**config.mk**
```make
export PLATFORM = sky130hd
export DESIGN_NAME = fsc_sequencer
export DESIGN_NICKNAME = d
export VERILOG_FILES = /design/src/fsc_pkg.sv /design/src/fsc_clk_div.sv /design/src/fsc_sequencer.sv
export SDC_FILE = /design/constraint.sdc
export NUM_CORES = 1
export LEC_CHECK = 0
export ABC_AREA = 1
export BUFFER_PORTS_ARGS = -buffer_cell sky130_fd_sc_hd__buf_2
export CORE_MARGIN = 2
export CORE_UTILIZATION = 53
export CTS_CLUSTER_DIAMETER = 30
export CTS_CLUSTER_SIZE = 25
export DETAILED_ROUTE_END_ITERATION = 7
export GPL_TIMING_DRIVEN = 0
export PLACE_DENSITY = 0.8
export SLEW_MARGIN = 0
export SYNTH_ARGS = -nofsm -noshare
export SYNTH_HDL_FRONTEND = slang
export SYNTH_HIERARCHICAL = 1
export SYNTH_SLANG_ARGS = --single-unit
export TNS_END_PERCENT = 1
```
**constraint.sdc**
```tcl
create_clock -name clk_sys_in -period 2.2 [get_ports clk_sys_in]
set_input_delay 0.11 -clock clk_sys_in [delete_from_list [all_inputs] [get_ports clk_sys_in]]
set_output_delay 0.11 -clock clk_sys_in [all_outputs]
set_load 0.01 [all_outputs]
```
**src/fsc_pkg.sv**
```systemverilog
package fsc_pkg;
  // register byte offsets
  localparam logic [3:0] OFS_DIV = 4'h0;
  localparam logic [3:0] OFS_STAT = 4'h4;
  localparam logic [3:0] OFS_CMD = 4'h8;
  // flash_clock_divider fields: value in [6:0], loaded flag in bit 7
  localparam int DIV_VAL_W = 7;
  localparam int DIV_SET_BIT = 7;
  // flash_status_register field positions
  localparam int ST_CBEF = 7;
  localparam int ST_CCF = 6;
  localparam int ST_ACCERR = 5;
  localparam int ST_BLANK = 2;
  // reset values
  localparam logic [7:0] DIV_RST = 8'h00;
  localparam logic [7:0] STAT_RST = 8'hC0;
  localparam logic [7:0] CMD_RST = 8'h00;
  // flash_command_code values
  localparam logic [7:0] CMD_BLANK = 8'h05;
  localparam logic [7:0] CMD_BYTE = 8'h20;
  localparam logic [7:0] CMD_BURST = 8'h25;
  localparam logic [7:0] CMD_SECTOR = 8'h40;
  localparam logic [7:0] CMD_MASS = 8'h41;
  localparam logic [7:0] CMD_ABORT = 8'h47;
  // operation lengths in flash_timing_clock cycles
  localparam logic [15:0] CYC_BYTE = 16'h0009;
  localparam logic [15:0] CYC_BURST = 16'h0004;
  localparam logic [15:0] CYC_ABORT = 16'h0004;
  localparam logic [15:0] CYC_SECTOR = 16'h0FA0;
  localparam logic [15:0] CYC_MASS = 16'h4E20;
  localparam logic [15:0] CYC_BLANK = 16'h0010;
  // sequencer states
  typedef enum logic [1:0] {
    SQ_IDLE = 2'b00,
    SQ_LATCHED = 2'b01,
    SQ_CMDREADY = 2'b10,
    SQ_RUN = 2'b11
  } fsc_state_type;
  // operation shown to the arrays
  typedef enum logic [2:0] {
    OP_NONE = 3'b000,
    OP_BLANK = 3'b001,
    OP_BYTE = 3'b010,
    OP_BURST = 3'b011,
    OP_SECTOR = 3'b100,
    OP_MASS = 3'b101,
    OP_ABORT = 3'b110
  } fsc_op_type;
endpackage

```
**src/fsc_clk_div.sv**
```systemverilog
`timescale 1ns/1ps
// flash_timing_clock generator: one tick every (div+1) bus clocks
module fsc_clk_div #(
  parameter int DIV_W = 7
) (
  // clock, reset, enable
  input wire logic clk_sys_in,
  input wire logic rst_in,
  input wire logic ce_in,
  // control
  input wire logic run_in,
  input wire logic [DIV_W-1:0] div_in,
  // tick out
  output logic tick_out
);
  import fsc_pkg::*;

  logic [DIV_W-1:0] cnt; // bus clocks into the current flash clock

  // counter restarts when idle so the first period is full length
  always_ff @(posedge clk_sys_in) begin
    if (rst_in) begin
      cnt <= '0;
    end else if (ce_in) begin
      if (!run_in || cnt == div_in) begin
        cnt <= '0;
      end else begin
        cnt <= cnt + 1'b1;
      end
    end
  end

  // tick marks the end of each flash timing clock cycle
  assign tick_out = run_in && ce_in && (cnt == div_in);
endmodule

```
**src/fsc_sequencer.sv**
```systemverilog
// The implementer's own choices: register access over Avalon-MM and the placing of the registers.
`timescale 1ns/1ps
// flash and eeprom command sequencer with avalon register slave
module fsc_sequencer #(
  parameter int ADDR_W = 17,
  parameter int SECTOR_W = 9,
  parameter logic [15:0] MASS_CYCLES = fsc_pkg::CYC_MASS
) (
  // clock, reset, enable
  input wire logic clk_sys_in,
  input wire logic rst_in,
  input wire logic ce_in,
  // avalon-mm register slave
  input wire logic [3:0] avs_address_in,
  input wire logic avs_read_in,
  input wire logic avs_write_in,
  input wire logic [3:0] avs_byteenable_in,
  input wire logic [31:0] avs_writedata_in,
  output logic [31:0] avs_readdata_out,
  output logic avs_waitrequest_out,
  // cpu writes into the memory arrays
  input wire logic mem_wr_in,
  input wire logic [ADDR_W-1:0] mem_addr_in,
  input wire logic [7:0] mem_data_in,
  input wire logic mem_eeprom_in,
  // array control
  output fsc_pkg::fsc_op_type arr_op_out,
  output logic arr_hv_out,
  output logic arr_step_out,
  output logic [ADDR_W-1:0] arr_addr_out,
  output logic [7:0] arr_data_out,
  output logic arr_eeprom_out,
  input wire logic arr_blank_in
);
  import fsc_pkg::*;

  // bus handshake
  logic acc; // second cycle of an access, waitrequest released
  logic fire; // access completes at this edge
  logic wr_div, wr_stat, wr_cmd;
  logic [7:0] wbyte;
  // registers
  logic [DIV_VAL_W-1:0] div_val; // flash_clock_divider value
  logic div_set; // divider loaded since reset
  logic [7:0] cmd_q; // command buffer
  logic cbef, ccf, accerr, blank; // status flags
  // interface latches
  logic [ADDR_W-1:0] addr_q;
  logic [7:0] data_q;
  logic tgt_q; // 1 targets the eeprom
  // sequencer
  fsc_state_type state;
  fsc_op_type op_q;
  logic [15:0] cnt; // flash timing cycles left
  logic tick;
  // events
  logic ev_latch, ev_cmd, ev_launch, ev_launch_ok, ev_abort, ev_seq_err;
  logic ev_err, ev_done;
  fsc_op_type next_op;

  // map a command code to an operation, illegal codes give none
  function automatic fsc_op_type decode(input logic [7:0] c);
    case (c)
      CMD_BLANK: decode = OP_BLANK;
      CMD_BYTE: decode = OP_BYTE;
      CMD_BURST: decode = OP_BURST;
      CMD_SECTOR: decode = OP_SECTOR;
      CMD_MASS: decode = OP_MASS;
      CMD_ABORT: decode = OP_ABORT;
      default: decode = OP_NONE;
    endcase
  endfunction

  // cycle count of each operation
  function automatic logic [15:0] length(input fsc_op_type o);
    case (o)
      OP_BYTE: length = CYC_BYTE;
      OP_BURST: length = CYC_BURST;
      OP_ABORT: length = CYC_ABORT;
      OP_SECTOR: length = CYC_SECTOR;
      OP_MASS: length = MASS_CYCLES;
      default: length = CYC_BLANK;
    endcase
  endfunction

  // one wait state on every access keeps read data registered;
  // a low clock enable keeps waitrequest up so no access is lost
  assign avs_waitrequest_out = (avs_read_in || avs_write_in) && !(acc && ce_in);
  assign fire = ce_in && acc && (avs_read_in || avs_write_in);
  assign wbyte = avs_writedata_in[7:0];
  // writes only count when the low byte lane is enabled
  assign wr_div = fire && avs_write_in && avs_byteenable_in[0] && avs_address_in == OFS_DIV;
  assign wr_stat = fire && avs_write_in && avs_byteenable_in[0] && avs_address_in == OFS_STAT;
  assign wr_cmd = fire && avs_write_in && avs_byteenable_in[0] && avs_address_in == OFS_CMD;

  // access phase tracking
  always_ff @(posedge clk_sys_in) begin
    if (rst_in) begin
      acc <= 1'b0;
    end else if (ce_in) begin
      acc <= (avs_read_in || avs_write_in) && !acc;
    end
  end

  // read data captured in the wait cycle, unmapped offsets read zero
  always_ff @(posedge clk_sys_in) begin
    if (rst_in) begin
      avs_readdata_out <= 32'h0000_0000;
    end else if (ce_in && avs_read_in && !acc) begin
      case (avs_address_in)
        OFS_DIV: avs_readdata_out <= {24'h00_0000, div_set, div_val};
        OFS_STAT: avs_readdata_out <= {24'h00_0000, cbef, ccf, accerr, 2'b00, blank, 2'b00};
        OFS_CMD: avs_readdata_out <= {24'h00_0000, cmd_q};
        default: avs_readdata_out <= 32'h0000_0000;
      endcase
    end
  end

  // sequence events
  assign ev_latch = mem_wr_in && ce_in && state == SQ_IDLE && !accerr;
  assign ev_cmd = wr_cmd && state == SQ_LATCHED;
  assign ev_launch = wr_stat && wbyte[ST_CBEF] && state == SQ_CMDREADY;
  assign next_op = decode(cmd_q);
  // launch needs a clean flag, a loaded divider and a legal code
  assign ev_launch_ok = ev_launch && !accerr && div_set && next_op != OP_NONE;
  // zero into the empty flag between array write and launch
  assign ev_abort = wr_stat && !wbyte[ST_CBEF]
                    && (state == SQ_LATCHED || state == SQ_CMDREADY);
  // out-of-order steps: a second array write, a second command, a command with no array
  // write, or a launch with nothing buffered
  assign ev_seq_err = (mem_wr_in && ce_in && (state == SQ_LATCHED || state == SQ_CMDREADY))
                      || (wr_cmd && (state == SQ_IDLE || state == SQ_CMDREADY))
                      || (wr_stat && wbyte[ST_CBEF] && state == SQ_LATCHED);
  assign ev_err = (ev_launch && !ev_launch_ok) || ev_abort || ev_seq_err;
  assign ev_done = state == SQ_RUN && tick && cnt == 16'h0001;

  // flash_clock_divider, held steady while a command runs
  always_ff @(posedge clk_sys_in) begin
    if (rst_in) begin
      div_val <= DIV_RST[DIV_VAL_W-1:0];
      div_set <= DIV_RST[DIV_SET_BIT];
    end else if (wr_div && state != SQ_RUN) begin
      div_val <= wbyte[DIV_VAL_W-1:0];
      div_set <= 1'b1;
    end
  end

  // command buffer holds the code until launch
  always_ff @(posedge clk_sys_in) begin
    if (rst_in) begin
      cmd_q <= CMD_RST;
    end else if (ev_cmd) begin
      cmd_q <= wbyte;
    end
  end

  // address and data latches from the first array write
  always_ff @(posedge clk_sys_in) begin
    if (rst_in) begin
      addr_q <= '0;
      data_q <= 8'h00;
      tgt_q <= 1'b0;
    end else if (ev_latch) begin
      addr_q <= mem_addr_in;
      data_q <= mem_data_in;
      tgt_q <= mem_eeprom_in;
    end
  end

  // flash timing clock, running only during a command
  fsc_clk_div #(
    .DIV_W(DIV_VAL_W)
  ) u_div (
    .clk_sys_in(clk_sys_in),
    .rst_in(rst_in),
    .ce_in(ce_in),
    .run_in(state == SQ_RUN),
    .div_in(div_val),
    .tick_out(tick)
  );
  assign arr_step_out = tick;

  // sequence state machine
  always_ff @(posedge clk_sys_in) begin
    if (rst_in) begin
      state <= SQ_IDLE;
    end else if (ce_in) begin
      unique case (state)
        SQ_IDLE: begin
          if (ev_latch) begin
            state <= SQ_LATCHED;
          end
        end
        SQ_LATCHED: begin
          if (ev_err) begin
            state <= SQ_IDLE;
          end else if (ev_cmd) begin
            state <= SQ_CMDREADY;
          end
        end
        SQ_CMDREADY: begin
          if (ev_launch_ok) begin
            state <= SQ_RUN;
          end else if (ev_err) begin
            state <= SQ_IDLE;
          end
        end
        SQ_RUN: begin
          // nothing from the bus can cut a running operation short
          if (ev_done) begin
            state <= SQ_IDLE;
          end
        end
      endcase
    end
  end

  // operation counter, decremented once per flash timing cycle
  always_ff @(posedge clk_sys_in) begin
    if (rst_in) begin
      cnt <= 16'h0000;
    end else if (ev_launch_ok) begin
      cnt <= length(next_op);
    end else if (state == SQ_RUN && tick) begin
      cnt <= cnt - 16'h0001;
    end
  end

  // array drive registers, set at launch; operation and high voltage dropped at completion, address, data and target held
  always_ff @(posedge clk_sys_in) begin
    if (rst_in) begin
      op_q <= OP_NONE;
      arr_hv_out <= 1'b0;
      arr_addr_out <= '0;
      arr_data_out <= 8'h00;
      arr_eeprom_out <= 1'b0;
    end else if (ev_launch_ok) begin
      op_q <= next_op;
      // blank check and abort only sense, no high voltage needed
      arr_hv_out <= next_op inside {OP_BYTE, OP_BURST, OP_SECTOR, OP_MASS};
      // sector erase points at the sector base whatever was written
      if (next_op == OP_SECTOR) begin
        arr_addr_out <= {addr_q[ADDR_W-1:SECTOR_W], {SECTOR_W{1'b0}}};
      end else begin
        arr_addr_out <= addr_q;
      end
      // data only matters when programming
      if (next_op == OP_BYTE || next_op == OP_BURST) begin
        arr_data_out <= data_q;
      end else begin
        arr_data_out <= 8'h00;
      end
      arr_eeprom_out <= tgt_q;
    end else if (ev_done) begin
      op_q <= OP_NONE;
      arr_hv_out <= 1'b0;
    end
  end
  assign arr_op_out = op_q;

  // status flags; hardware set wins over a software clear
  always_ff @(posedge clk_sys_in) begin
    if (rst_in) begin
      cbef <= STAT_RST[ST_CBEF];
      ccf <= STAT_RST[ST_CCF];
      accerr <= STAT_RST[ST_ACCERR];
      blank <= STAT_RST[ST_BLANK];
    end else begin
      if (ev_err) begin
        accerr <= 1'b1;
      end else if (wr_stat && wbyte[ST_ACCERR]) begin
        accerr <= 1'b0;
      end
      if (ev_launch_ok) begin
        cbef <= 1'b0;
        ccf <= 1'b0;
        blank <= 1'b0;
      end else if (ev_done) begin
        cbef <= 1'b1;
        ccf <= 1'b1;
        if (op_q == OP_BLANK) begin
          blank <= arr_blank_in;
        end
      end
    end
  end

  // ticks seen in the current operation, read only by checks below
  logic [15:0] tk_seen;
  always_ff @(posedge clk_sys_in) begin
    if (rst_in || state != SQ_RUN) begin
      tk_seen <= 16'h0000;
    end else if (tick) begin
      tk_seen <= tk_seen + 16'h0001;
    end
  end
endmodule

```
==> results of run 1 <==
==> power breakdown <==
group	total [mW]	switching, mW	internal, mW
logic	0.587	0.356	0.231
registers	2.15	0.0686	2.08
clock network	1.23	0.702	0.531
==> routing by layer <==
metal,GRT usage,wire length [um],vias up
li1,-,-,2606
met3,0.04032,835,24
met1,0.3273,5887,2377
met2,0.4575,6596,189
met5,0,0,-
met4,0.1022,265,0
==> worst max-delay path by stage <==
stage	from	end	slack, ns	cells past startpoint
floorplan	state[0]	state[1]	0.006	10
global placement	state[0]	state[1]	-0.45	10
detailed placement	state[0]	state[1]	-0.48	10
CTS	state[0]	state[1]	0.02	12
global route	u_div/cnt[0]	state[1]	-0.07	14
finish	state[0]	cnt[15]	0.10	10
==> state kept, by name, summed over array words and instances (netlist names) <==
signal,flops
arr_hv_out,1
cnt,16
accerr,1
div_val,7
tgt_q,1
arr_addr_out,17
avs_readdata_out,8
arr_data_out,8
addr_q,17
data_q,8
ccf,1
div_set,1
cmd_q,8
arr_op_out,3
u_div/cnt,7
arr_eeprom_out,1
acc,1
blank,1
state,2
==> area by class of cell <==
cell class | instances | share of cell area
clock inverter | 6 | 0.01101
timing repair buffer | 118 | 0.1147
buffer | 49 | 0.04887
inverter | 68 | 0.03941
tap | 133 | 0.02569
clock buffer | 9 | 0.01912
sequential | 109 | 0.3375
multi-input combinational | 522 | 0.4037
==> cells in the final DEF, fill, tap and decap left out, drive strengths merged, types with 3 or more instances in the layout <==
cell type	Yosys	layout
a21oi	73	73
a31oi	4	4
buf	33	123
clkbuf	16	25
conb	1	24
dfxtp	109	109
dlygate4sd3	0	28
ha	7	7
inv	67	70
nand2	154	154
nand3	42	42
nand4	13	13
nor2	103	103
nor3	10	10
o211ai	3	3
o21ai	63	63
xnor2	6	6
xor2	8	8
==> worst register-to-register path: cells and delay by family (launching register included) <==
kind          cells  cell delay (ns)
flops             1             0.45
simple gates      6             0.91
xor+xnor          1             0.13
buf+inv           2             0.27
fa+ha+maj         1             0.23
==> cell usage after synthesis (3+ instances only) <==
master,n,area (um^2)
nor2_2,3,18.77
nand2_2,5,31.28
inv_1,63,236.5
ha_1,7,87.58
xnor2_1,6,52.55
nor2_1,98,367.9
o21ai_1,3,15.01
xor2_1,8,70.07
clkbuf_1,16,60.06
buf_4,24,180.2
a21oi_1,73,365.4
nand2_1,149,559.3
buf_6,5,56.30
o211ai_1,3,22.52
nand4_1,10,62.56
buf_2,4,20.02
nor3_2,3,30.03
dfxtp_1,109,2182
nor3_1,6,30.03
o21ai_0,59,295.3
a31oi_1,4,25.02
inv_2,4,15.01
nand3_1,40,200.2
==> per-stage QoR <==
step	std cells	util	setup slack (ns)	TNS, ns
3_3_place_gp	966	0.6097	-0.4515	-2.433
2_1_floorplan	748	-	0.006346	0
5_1_grt	1014	0.6689	-0.07160	-0.1576
6_report	1014	0.6689	0.1049	0
4_1_cts	1013	0.6643	0.02096	0
3_5_place_dp	966	0.6097	-0.4813	-3.187
==> kinds of logic after synthesis <==
logic type	after synthesis
AOI/OAI and AO/OA	150
xor gates and xnor gates	14
adders and majority gates	7
buffers and inverters	117
DFF	109
other	1
and+or+nand+nor	327
==> timing repair <==
item	4_1_cts	5_1_grt
pin swaps	2	2
hold endpoints to repair	28	0
gates resized for setup	5	10
setup endpoints to repair	30	34
buffers inserted	4	1
hold buffers	28	0
==> key figures, run 1 <==
Yosys
  – Multiplexer share of the synthesized area: 0
  – Most used DFF post-synth: dfxtp_1
  – Main combinational cell family by area after synthesis: simple AND/OR/NAND/NOR gates
  – EDFF count, synth: 0
  – Post-synthesis xor/xnor area fraction: 0.02349
  – Synth Area in Simple Gates: 0.2790
  – Yosys warns: 6
  – Syn_area_per_cell: 7.200 um^2
  – Sequential fraction of the synthesis area: 0.4180
  – Post-synth cell types: 40
  – Compound-Gate Fraction of Synth Area: 0.1524
  – FFs w/ async S/R, synth: 0
  – Number of synthesized register bits: 109
  – Adder-cell share of the synthesized area: 0.01678
  – Mapped Cells: 725
  – Syn Std Cell Area: 5220 um^2

Setup path
  – Critical path peak fanout: 6
  – CP peak stage delay: 0.45 ns
  – CP most frequent cell: nor2_1
  – Reg2reg setup slack: 0.10 ns
  – Critical path class: register to register
  – Top delay family on crit path: simple AND/OR/NAND/NOR gates
  – Beginning of the worst register-to-register path: state[0]
  – Startpoint types: register
  – Buf+Inv Stages, Crit Path: 2
  – R2r worst-path depth: 10
  – WP data required: 2.47 ns
  – FF-to-FF End: cnt[15]
  – CP max stage cell: dfxtp_1
  – CP endpoint kind: register
  – Crit-path cells: ha_4, inv_1, nor4_4, nand2_2, buf_4, nor2_1, nand4_1, nor3_2, xnor2_1, nor2_1
  – WP data arrival: 2.36 ns

Place
  – DP HPWL: 9.680 mm
  – Port Buf Inserts: 85
  – Routability Congestion: 0.9176
  – Dpl cell area: 5904 um^2

Flow run
  – Max Cap Viol: 0

Clock tree
  – Clk sinks: 109
  – CTS H-tree lvls: 3
  – Clock buffer count from CTS: 9
  – Clock Path Buffers: 2
  – CTS root buffer: clkbuf_8
  – Reg clk slew, reported paths: 0.11 ns
  – Clock latency on the worst-skew pair: 0.38 ns
  – CTS tree: built

Die
  – Die Y: 103.2 um
  – Boundary Pins: 137
  – Die Wd: 103.2 um
  – Core Box Area: 9684 um^2
  – Core Rows: 36
  – Initial core utilization: 0.5390
  – Area of the die: 10,660 um^2

Routing
  – 1st-iter DRT viols: 278
  – Post-DRT Antenna Nets: 0
  – Total number of vias: 5,196
  – DRC viols: 0
  – Routed WL: 13.59 mm
  – First-pass DRT Iterations: 6
  – Routed vias/inst: 5.124
  – Post-detailed-route wirelength per cell: 13.40 um

Layout
  – Multi-input gate area: 2615 um^2
  – Share of layout cells above drive strength 1: 0.1964
  – FF+latch area: 2186 um^2
  – # diodes: 0
  – Fill cell count: 854
  – Net total in the final layout: 957
  – Layout area overhead: 24.09%
  – Design area: 6477 um^2

GRT
  – Largest net degree at the start of global routing: 19
  – Gr usage total: 0.2626
  – Grt total ovfl: 0
  – First-pass GRT wire length: 21.99 mm
  – Vias in the first global route: 4,776
  – Antenna violations before repair: 0

STA
  – Fmax: 477.3 MHz
  – Final Max Slew Viols: 0
  – Final period utilization: 0.9523
  – Clk_skew: 0.01533 ns
  – Tmin final: 2.095 ns
  – RSZ-0062 raised after global routing: true
  – Rel. slew slack: 0.5722
  – Final Setup Violations: 0
  – Hold Violations, Final: 0
  – Hold Slack: 0.01357 ns
  – Worst slew pin tran: 0.6393 ns

Power
  – Pleak: 2.869 nW
  – Total Power: 3.966 mW
  – Power density over the cells: 612.3 nW/um^2
  – Maximum VDD drop: 435.0 uV

Min path
  – HP Start: avs_writedata_in[5]
  – Hold crit path type: primary input to register
  – Hold path depth: 3
  – Worst hold path endpoint: div_val[5]

Status
  – Status: completed
No activity file was read; power rests on OpenSTA's default activity.
==> run 2, diff against run 1 <==
Clock period 2.2 ns to 2.08 ns, I/O delays scaled along.
==> run 2 against run 1 <==
  * The flow now finishes with violations (negative setup slack)
  * Total power increased by 6.1%
  * Combinational power up 9.4%
  * Hold slack better by 0.023 ns
  * Highest routed layer unchanged
  * Routed wire length rose by 3.0%
  * Non-clock buffer count increased by 7
  * Clock power rose by 5%
  * Critical path depth rose by 5
  * Final area increased by 1.8%
==> key figures, run 2 (synthesized netlist as in run 1, its figures left out) <==
Status
  – Status: finished, violations left (was completed)
  – Failing checks: negative setup slack

Clock tree
  – CTS root buffer: clkbuf_8 (unchanged)
  – Clock Path Buffers: 2 (unchanged)
  – CTS tree: built (unchanged)
  – Reg clk slew, reported paths: 0.11 ns (about the same)
  – Clock buffer count from CTS: 9 (unchanged)
  – CTS H-tree lvls: 3 (unchanged)
  – Clk sinks: 109 (unchanged)
  – Clock latency on the worst-skew pair: 0.41 ns (was 0.38 ns)

STA
  – Final period utilization: 1.023 (was 0.9523)
  – RSZ-0062 raised after global routing: true (unchanged)
  – Worst slew pin tran: 0.6031 ns (was 0.6393 ns)
  – Rel. slew slack: 0.5979 (was 0.5722)
  – Clk_skew: 0.01837 ns (was 0.01533 ns)
  – Final Setup Violations: 4 (was 0)
  – Tmin final: 2.128 ns (was 2.095 ns)
  – Final Max Slew Viols: 0 (unchanged)
  – Hold Violations, Final: 0 (unchanged)
  – Fmax: 469.9 MHz (was 477.3 MHz)
  – Post-route worst setup slack: -0.04821 ns (was 0.1049 ns)

Place
  – Port Buf Inserts: 85 (unchanged)
  – DP HPWL: 9.839 mm (was 9.680 mm)
  – DP Cell Count: 966 (unchanged)
  – Dpl ws: -0.2946 ns (was -0.4813 ns)
  – Routability Congestion: 0.9136 (was 0.9176)

Setup path
  – Critical path peak fanout: 4 (was 6)
  – WP data required: 2.43 ns (was 2.47 ns)
  – Reg2reg setup slack: -0.05 ns (was 0.10 ns)
  – Critical path class: register to register (unchanged)
  – WP data arrival: 2.48 ns (was 2.36 ns)
  – Startpoint types: register (unchanged)
  – CP endpoint kind: register (unchanged)

Die
  – Core Rows: 36 (unchanged)
  – Initial core utilization: 0.5390 (unchanged)
  – Boundary Pins: 137 (unchanged)
  – Area of the die: 10,660 um^2 (unchanged)
  – Die Wd: 103.2 um (unchanged)
  – Core Box Area: 9684 um^2 (unchanged)
  – Die Y: 103.2 um (unchanged)

Routing
  – Top Layer Used: met4 (unchanged)
  – Total number of vias: 5,338 (was 5,196)
  – Metal1 wirelength: 5.627 mm (was 5.887 mm)
  – 1st-iter DRT viols: 368 (was 278)
  – First-pass DRT Iterations: 6 (unchanged)
  – Routed vias/inst: 5.223 (was 5.124)
  – DRC viols: 0 (unchanged)
  – Metal3 WL: 885 um (was 835 um)
  – Metal2 WL: 7.113 mm (was 6.596 mm)
  – Routed WL: 13.99 mm (was 13.59 mm)
  – Post-DRT Antenna Nets: 0 (unchanged)
  – Post-detailed-route wirelength per cell: 13.69 um (was 13.40 um)

Flow run
  – Max Cap Viol: 0 (unchanged)

Layout
  – Biggest regs: addr_q x17, arr_addr_out x17, cnt x16 (unchanged)
  – Share of layout cells above drive strength 1: 0.2193 (was 0.1964)
  – Non-Filler Instances: 1,022 (was 1,014)
  – Net total in the final layout: 964 (was 957)
  – Commonest non-fill, non-tap cells in the layout: 146 x nand2_1, 97 x nor2_1, 97 x dfxtp_1 (was 147 x nand2_1, 108 x dfxtp_1, 97 x nor2_1)
  – Most common cell after layout, fill and taps aside: nand2_1 (unchanged)
  – # diodes: 0 (unchanged)
  – Layout area overhead: 26.37% (was 24.09%)

Power
  – Maximum VDD drop: 637.3 uV (was 435.0 uV)
  – Clock share of power: 0.308 (was 0.311)
  – Power density over the cells: 638.1 nW/um^2 (was 612.3 nW/um^2)
  – Sw Ratio: 0.3066 (was 0.2840)
  – Power Internal: 2.919 mW (was 2.840 mW)
  – Gate power share: 0.152 (was 0.148)
  – Sw Pwr: 1.290 mW (was 1.126 mW)
  – Pleak: 2.927 nW (was 2.869 nW)
  – Share of power burned in registers: 0.540 (was 0.541)

GRT
  – Largest net degree at the start of global routing: 21 (was 19)
  – Vias in the first global route: 5,091 (was 4,776)
  – First-pass GRT wire length: 22.37 mm (was 21.99 mm)
  – Grt total ovfl: 0 (unchanged)
  – Gr usage total: 0.2667 (was 0.2626)
  – Antenna violations before repair: 0 (unchanged)

Min path
  – Hold crit path type: primary input to register (unchanged)
==> run 2: metrics by stage <==
step	hold WS (ns)	power, mW	setup TNS (ns)	utilization	instance area (um^2)
after global routing	0.04833	4.370	-4.626	0.6811	6596
after CTS	0.02454	4.190	0	0.6729	6516
after global placement	0.3267	2.839	-1.506	0.6115	5922
final	0.03635	4.209	-0.06385	0.6811	6596
after floorplan	0.2389	2.702	0	-	5330
after detailed placement	0.3307	2.863	-3.105	0.6115	5922
==> run 2: repair_timing <==
item | CTS | global route
hold endpoints to repair | 32 | 0
hold buffers | 32 | 0
resized for setup | 15 | 20
pin swaps | 3 | 7
setup endpoints to repair | 28 | 34
setup buffers | 5 | 3
==> run 2: final cells by class <==
cell class                 count  area [um^2]
buffer                        49        316.6
clock buffer                   9        123.9
clock inverter                 7        66.31
fill                         766         3088
inverter                      68        259.0
multi-input combinational    522         2653
sequential                   109         2202
tap                          133        166.4
timing repair buffer         125        809.5
==> run 2: path summary, 6_finish.rpt <==
path,startpoint,endpoint,cells past startpoint
hold reg to reg,addr_q[15],arr_addr_out[15],2
setup / recovery,div_val[6],state[1],15
setup reg to reg,div_val[6],state[1],15
hold / removal,avs_writedata_in[0],cmd_q[0],3
==> run 2: worst max-delay path, cell delays in order, from the launching register on <==
cell and delay (ns):
dfxtp_4 0.39, inv_1 0.05, nand2_1 0.05, nand2_1 0.05, nor2_2 0.14, nand2_2 0.10, nor4_4 0.29, nand2_4 0.12
nor3_4 0.13, nand4_1 0.11, buf_6 0.16, a21oi_4 0.18, nand3_2 0.10, nand2_1 0.07, nand2_1 0.04, nor2_1 0.09
==> run 2: power by group through the flow <==
stage,registers (mW),clock network [mW],logic [mW]
2_1_floorplan,2.29,0,0.408
3_3_place_gp,2.31,0,0.533
3_5_place_dp,2.31,0,0.553
4_1_cts,2.27,1.30,0.620
5_1_grt,2.28,1.37,0.720
6_report,2.27,1.29,0.642
==> run 2: metal layers <==
layer,track usage,vias to the layer above
met3,0.06250,33
met1,0.3053,2489
li1,-,2627
met2,0.4780,189
met5,0,-
met4,0.1093,0
==> run 3, diff against run 2 <==
Settings changed: CORE_ASPECT_RATIO set to 0.5.
==> run 3 against run 2 <==
  * The run still ends with negative setup slack left
  * Sequential share of layout area decreased by 0.21 points
  * Clock power increased by 29%
  * Total power increased by 8.6%
  * Routed wire length increased by 1.7%
  * Sequential power about the same
  * Utilization increased by 1.9 points
  * Final cell count about the same
  * Die area increased by 0.46%
  * Flip-flop and latch count unchanged
  * Maximum frequency increased by 0.80%
  * Critical path type unchanged
  * Critical endpoint unchanged
  * Largest cell class unchanged
  * Highest routed layer unchanged
==> key figures, run 3 (synthesized netlist as in run 1, its figures left out) <==
Status
  – Status: finished, violations left (unchanged)
  – Failing checks: negative setup slack (unchanged)

STA
  – Rel. slew slack: 0.5801 (was 0.5979)
  – Hold Violations, Final: 0 (unchanged)
  – Clk_skew: 0.01166 ns (was 0.01837 ns)
  – Final period utilization: 1.015 (was 1.023)
  – Setup TNS: -0.05627 ns (was -0.06385 ns)
  – Worst slew pin tran: 0.6275 ns (was 0.6031 ns)
  – Final Setup Violations: 3 (was 4)
  – Final Max Slew Viols: 0 (unchanged)
  – Fmax: 473.6 MHz (was 469.9 MHz)
  – RSZ-0062 raised after global routing: true (unchanged)
  – Hold Slack: 0.01922 ns (was 0.03635 ns)
  – Post-route worst setup slack: -0.03133 ns (was -0.04821 ns)
  – Tmin final: 2.111 ns (was 2.128 ns)

Clock tree
  – Clock buffer count from CTS: 9 (unchanged)
  – Clock Path Buffers: 2 (unchanged)
  – Clock latency on the worst-skew pair: 0.36 ns (was 0.41 ns)
  – Clk sinks: 109 (unchanged)
  – Reg clk slew, reported paths: 0.07 ns (was 0.11 ns)
  – CTS tree: built (unchanged)
  – CTS root buffer: clkbuf_16 (was clkbuf_8)
  – CTS H-tree lvls: 3 (unchanged)

Routing
  – Metal3 WL: 1.196 mm (was 885 um)
  – Routed WL: 14.23 mm (was 13.99 mm)
  – Total number of vias: 5,321 (was 5,338)
  – 1st-iter DRT viols: 380 (was 368)
  – Post-detailed-route wirelength per cell: 13.91 um (was 13.69 um)
  – Metal1 wirelength: 6.143 mm (was 5.627 mm)
  – Top Layer Used: met4 (unchanged)
  – Metal2 WL: 6.665 mm (was 7.113 mm)
  – Post-DRT Antenna Nets: 0 (unchanged)
  – DRC viols: 0 (unchanged)
  – Routed vias/inst: 5.201 (was 5.223)
  – First-pass DRT Iterations: 6 (unchanged)

Layout
  – Net total in the final layout: 963 (was 964)
  – # diodes: 0 (unchanged)
  – Share of layout cells above drive strength 1: 0.2309 (was 0.2193)
  – Design area: 6661 um^2 (was 6596 um^2)
  – Layout area overhead: 27.61% (was 26.37%)
  – Biggest regs: addr_q x17, arr_addr_out x17, cnt x16 (unchanged)
  – Commonest non-fill, non-tap cells in the layout: 144 x nand2_1, 96 x nor2_1, 95 x dfxtp_1 (was 146 x nand2_1, 97 x nor2_1, 97 x dfxtp_1)
  – Most common cell after layout, fill and taps aside: nand2_1 (unchanged)
  – Non-Filler Instances: 1,023 (was 1,022)

Setup path
  – Startpoint types: register (unchanged)
  – WP data arrival: 2.36 ns (was 2.48 ns)
  – CP endpoint kind: register (unchanged)
  – Critical path peak fanout: 4 (unchanged)
  – Crit-path cells: nand2_1, nand2_2, nand3_4, nor4_4, nand2_4, nor3_4, nand4_1, a21oi_2, nand3_1, nor2_1, nor2_1 (was inv_1, nand2_1, nand2_1, nor2_2, nand2_2, nor4_4, nand2_4, nor3_4, nand4_1, buf_6, a21oi_4, nand3_2, nand2_1, nand2_1, nor2_1)
  – CP peak stage delay: 0.40 ns (was 0.39 ns)
  – WP data required: 2.33 ns (was 2.43 ns)
  – CP most frequent cell: nor2_1 (was nand2_1)
  – Critical path class: register to register (unchanged)
  – Top delay family on crit path: simple AND/OR/NAND/NOR gates (unchanged)
  – Buf+Inv Stages, Crit Path: 0 (was 2)
  – CP max stage cell: dfxtp_1 (was dfxtp_4)

Die
  – Boundary Pins: 137 (unchanged)
  – Area of the die: 10,710 um^2 (was 10,660 um^2)
  – Core Box Area: 9509 um^2 (was 9684 um^2)
  – Die Wd: 144.4 um (was 103.2 um)
  – Die Y: 74.18 um (was 103.2 um)
  – Initial core utilization: 0.5489 (was 0.5390)
  – Core Rows: 25 (was 36)

Flow run
  – Max Cap Viol: 0 (unchanged)

Min path
  – Hold crit path type: primary input to register (unchanged)

Place
  – Dpl cell area: 5924 um^2 (was 5922 um^2)
  – Port Buf Inserts: 85 (unchanged)
  – Routability Congestion: 0.9022 (was 0.9136)
  – DP HPWL: 9.960 mm (was 9.839 mm)
  – DP Cell Count: 968 (was 966)
  – Dpl ws: -0.4622 ns (was -0.2946 ns)

Power
  – Maximum VDD drop: 469.7 uV (was 637.3 uV)
  – Power density over the cells: 686.1 nW/um^2 (was 638.1 nW/um^2)
  – Pleak: 2.987 nW (was 2.927 nW)

GRT
  – Antenna violations before repair: 0 (unchanged)
  – Gr usage total: 0.2699 (was 0.2667)
  – First-pass GRT wire length: 22.55 mm (was 22.37 mm)
  – Largest net degree at the start of global routing: 20 (was 21)
  – Vias in the first global route: 4,852 (was 5,091)
  – Grt total ovfl: 0 (unchanged)
-- run 3: cell count changes in the layout (fill, tap and decap cells not counted), moves of 2 or more --
cell	previous run	this run
dfxtp_4	2	4
clkinv_4	0	2
nand2_2	7	9
clkbuf_2	0	2
buf_4	31	37
o21ai_0	57	59
clkbuf_8	9	0
o21ai_1	5	3
clkbuf_16	0	9
dfxtp_1	97	95
nand2_1	146	144
dlygate4sd3_1	32	26
-- run 3: path summary, 6_finish.rpt --
path                                           from                  end  slack, ns  depth (start not counted)
worst max-delay path                     div_val[5]             state[1]      -0.03                         11
worst min-delay path                   arr_blank_in                blank       0.02                          3
worst max register to register           div_val[5]             state[1]      -0.03                         11
worst min register to register  avs_readdata_out[0]  avs_readdata_out[0]       0.46                          2
-- run 3: timing repair --
item / in CTS / in global routing
setup endpoints to repair: 31 / 37
hold buffers: 26 / 0
cloned: 0 / 0
hold endpoints to repair: 26 / 0
gates resized for setup: 17 / 24
buffers inserted: 8 / 5
pin swaps: 7 / 11
-- run 3: cell type report --
cell class,instances,area (um^2)
fill,771,2848
multi-input combinational,522,2641
sequential,109,2210
timing repair buffer,124,783.3
buffer,49,319.1
inverter,68,256.5
clock buffer,10,229.0
tap,135,168.9
clock inverter,6,53.80
-- run 3: worst register-to-register path, stage by stage (launching register included) --
cell     delay, ns
dfxtp_1       0.40
nand2_1       0.10
nand2_2       0.10
nand3_4       0.10
nor4_4        0.36
nand2_4       0.11
nor3_4        0.12
nand4_1       0.20
a21oi_2       0.23
nand3_1       0.12
nor2_1        0.11
nor2_1        0.05
-- run 3: power by group --
| group | switching, mW | total, mW | internal [mW] |
|---|---|---|---|
| sequential | 0.0744 | 2.28 | 2.20 |
| combinational | 0.389 | 0.636 | 0.248 |
| clock | 0.818 | 1.66 | 0.837 |
-- run 3: metrics by stage --
step,utilization,total power [mW]
finish,0.7005,4.570
floorplan,-,2.702
global placement,0.6230,2.852
global route,0.7005,4.757
CTS,0.6912,4.559
detailed placement,0.6230,2.870
-- run 3: per-layer routing --
metal | vias up | GRT usage
li1 | 2636 | -
met1 | 2433 | 0.3343
met2 | 226 | 0.4781
met3 | 26 | 0.06825
met4 | 0 | 0.07335
met5 | - | 0
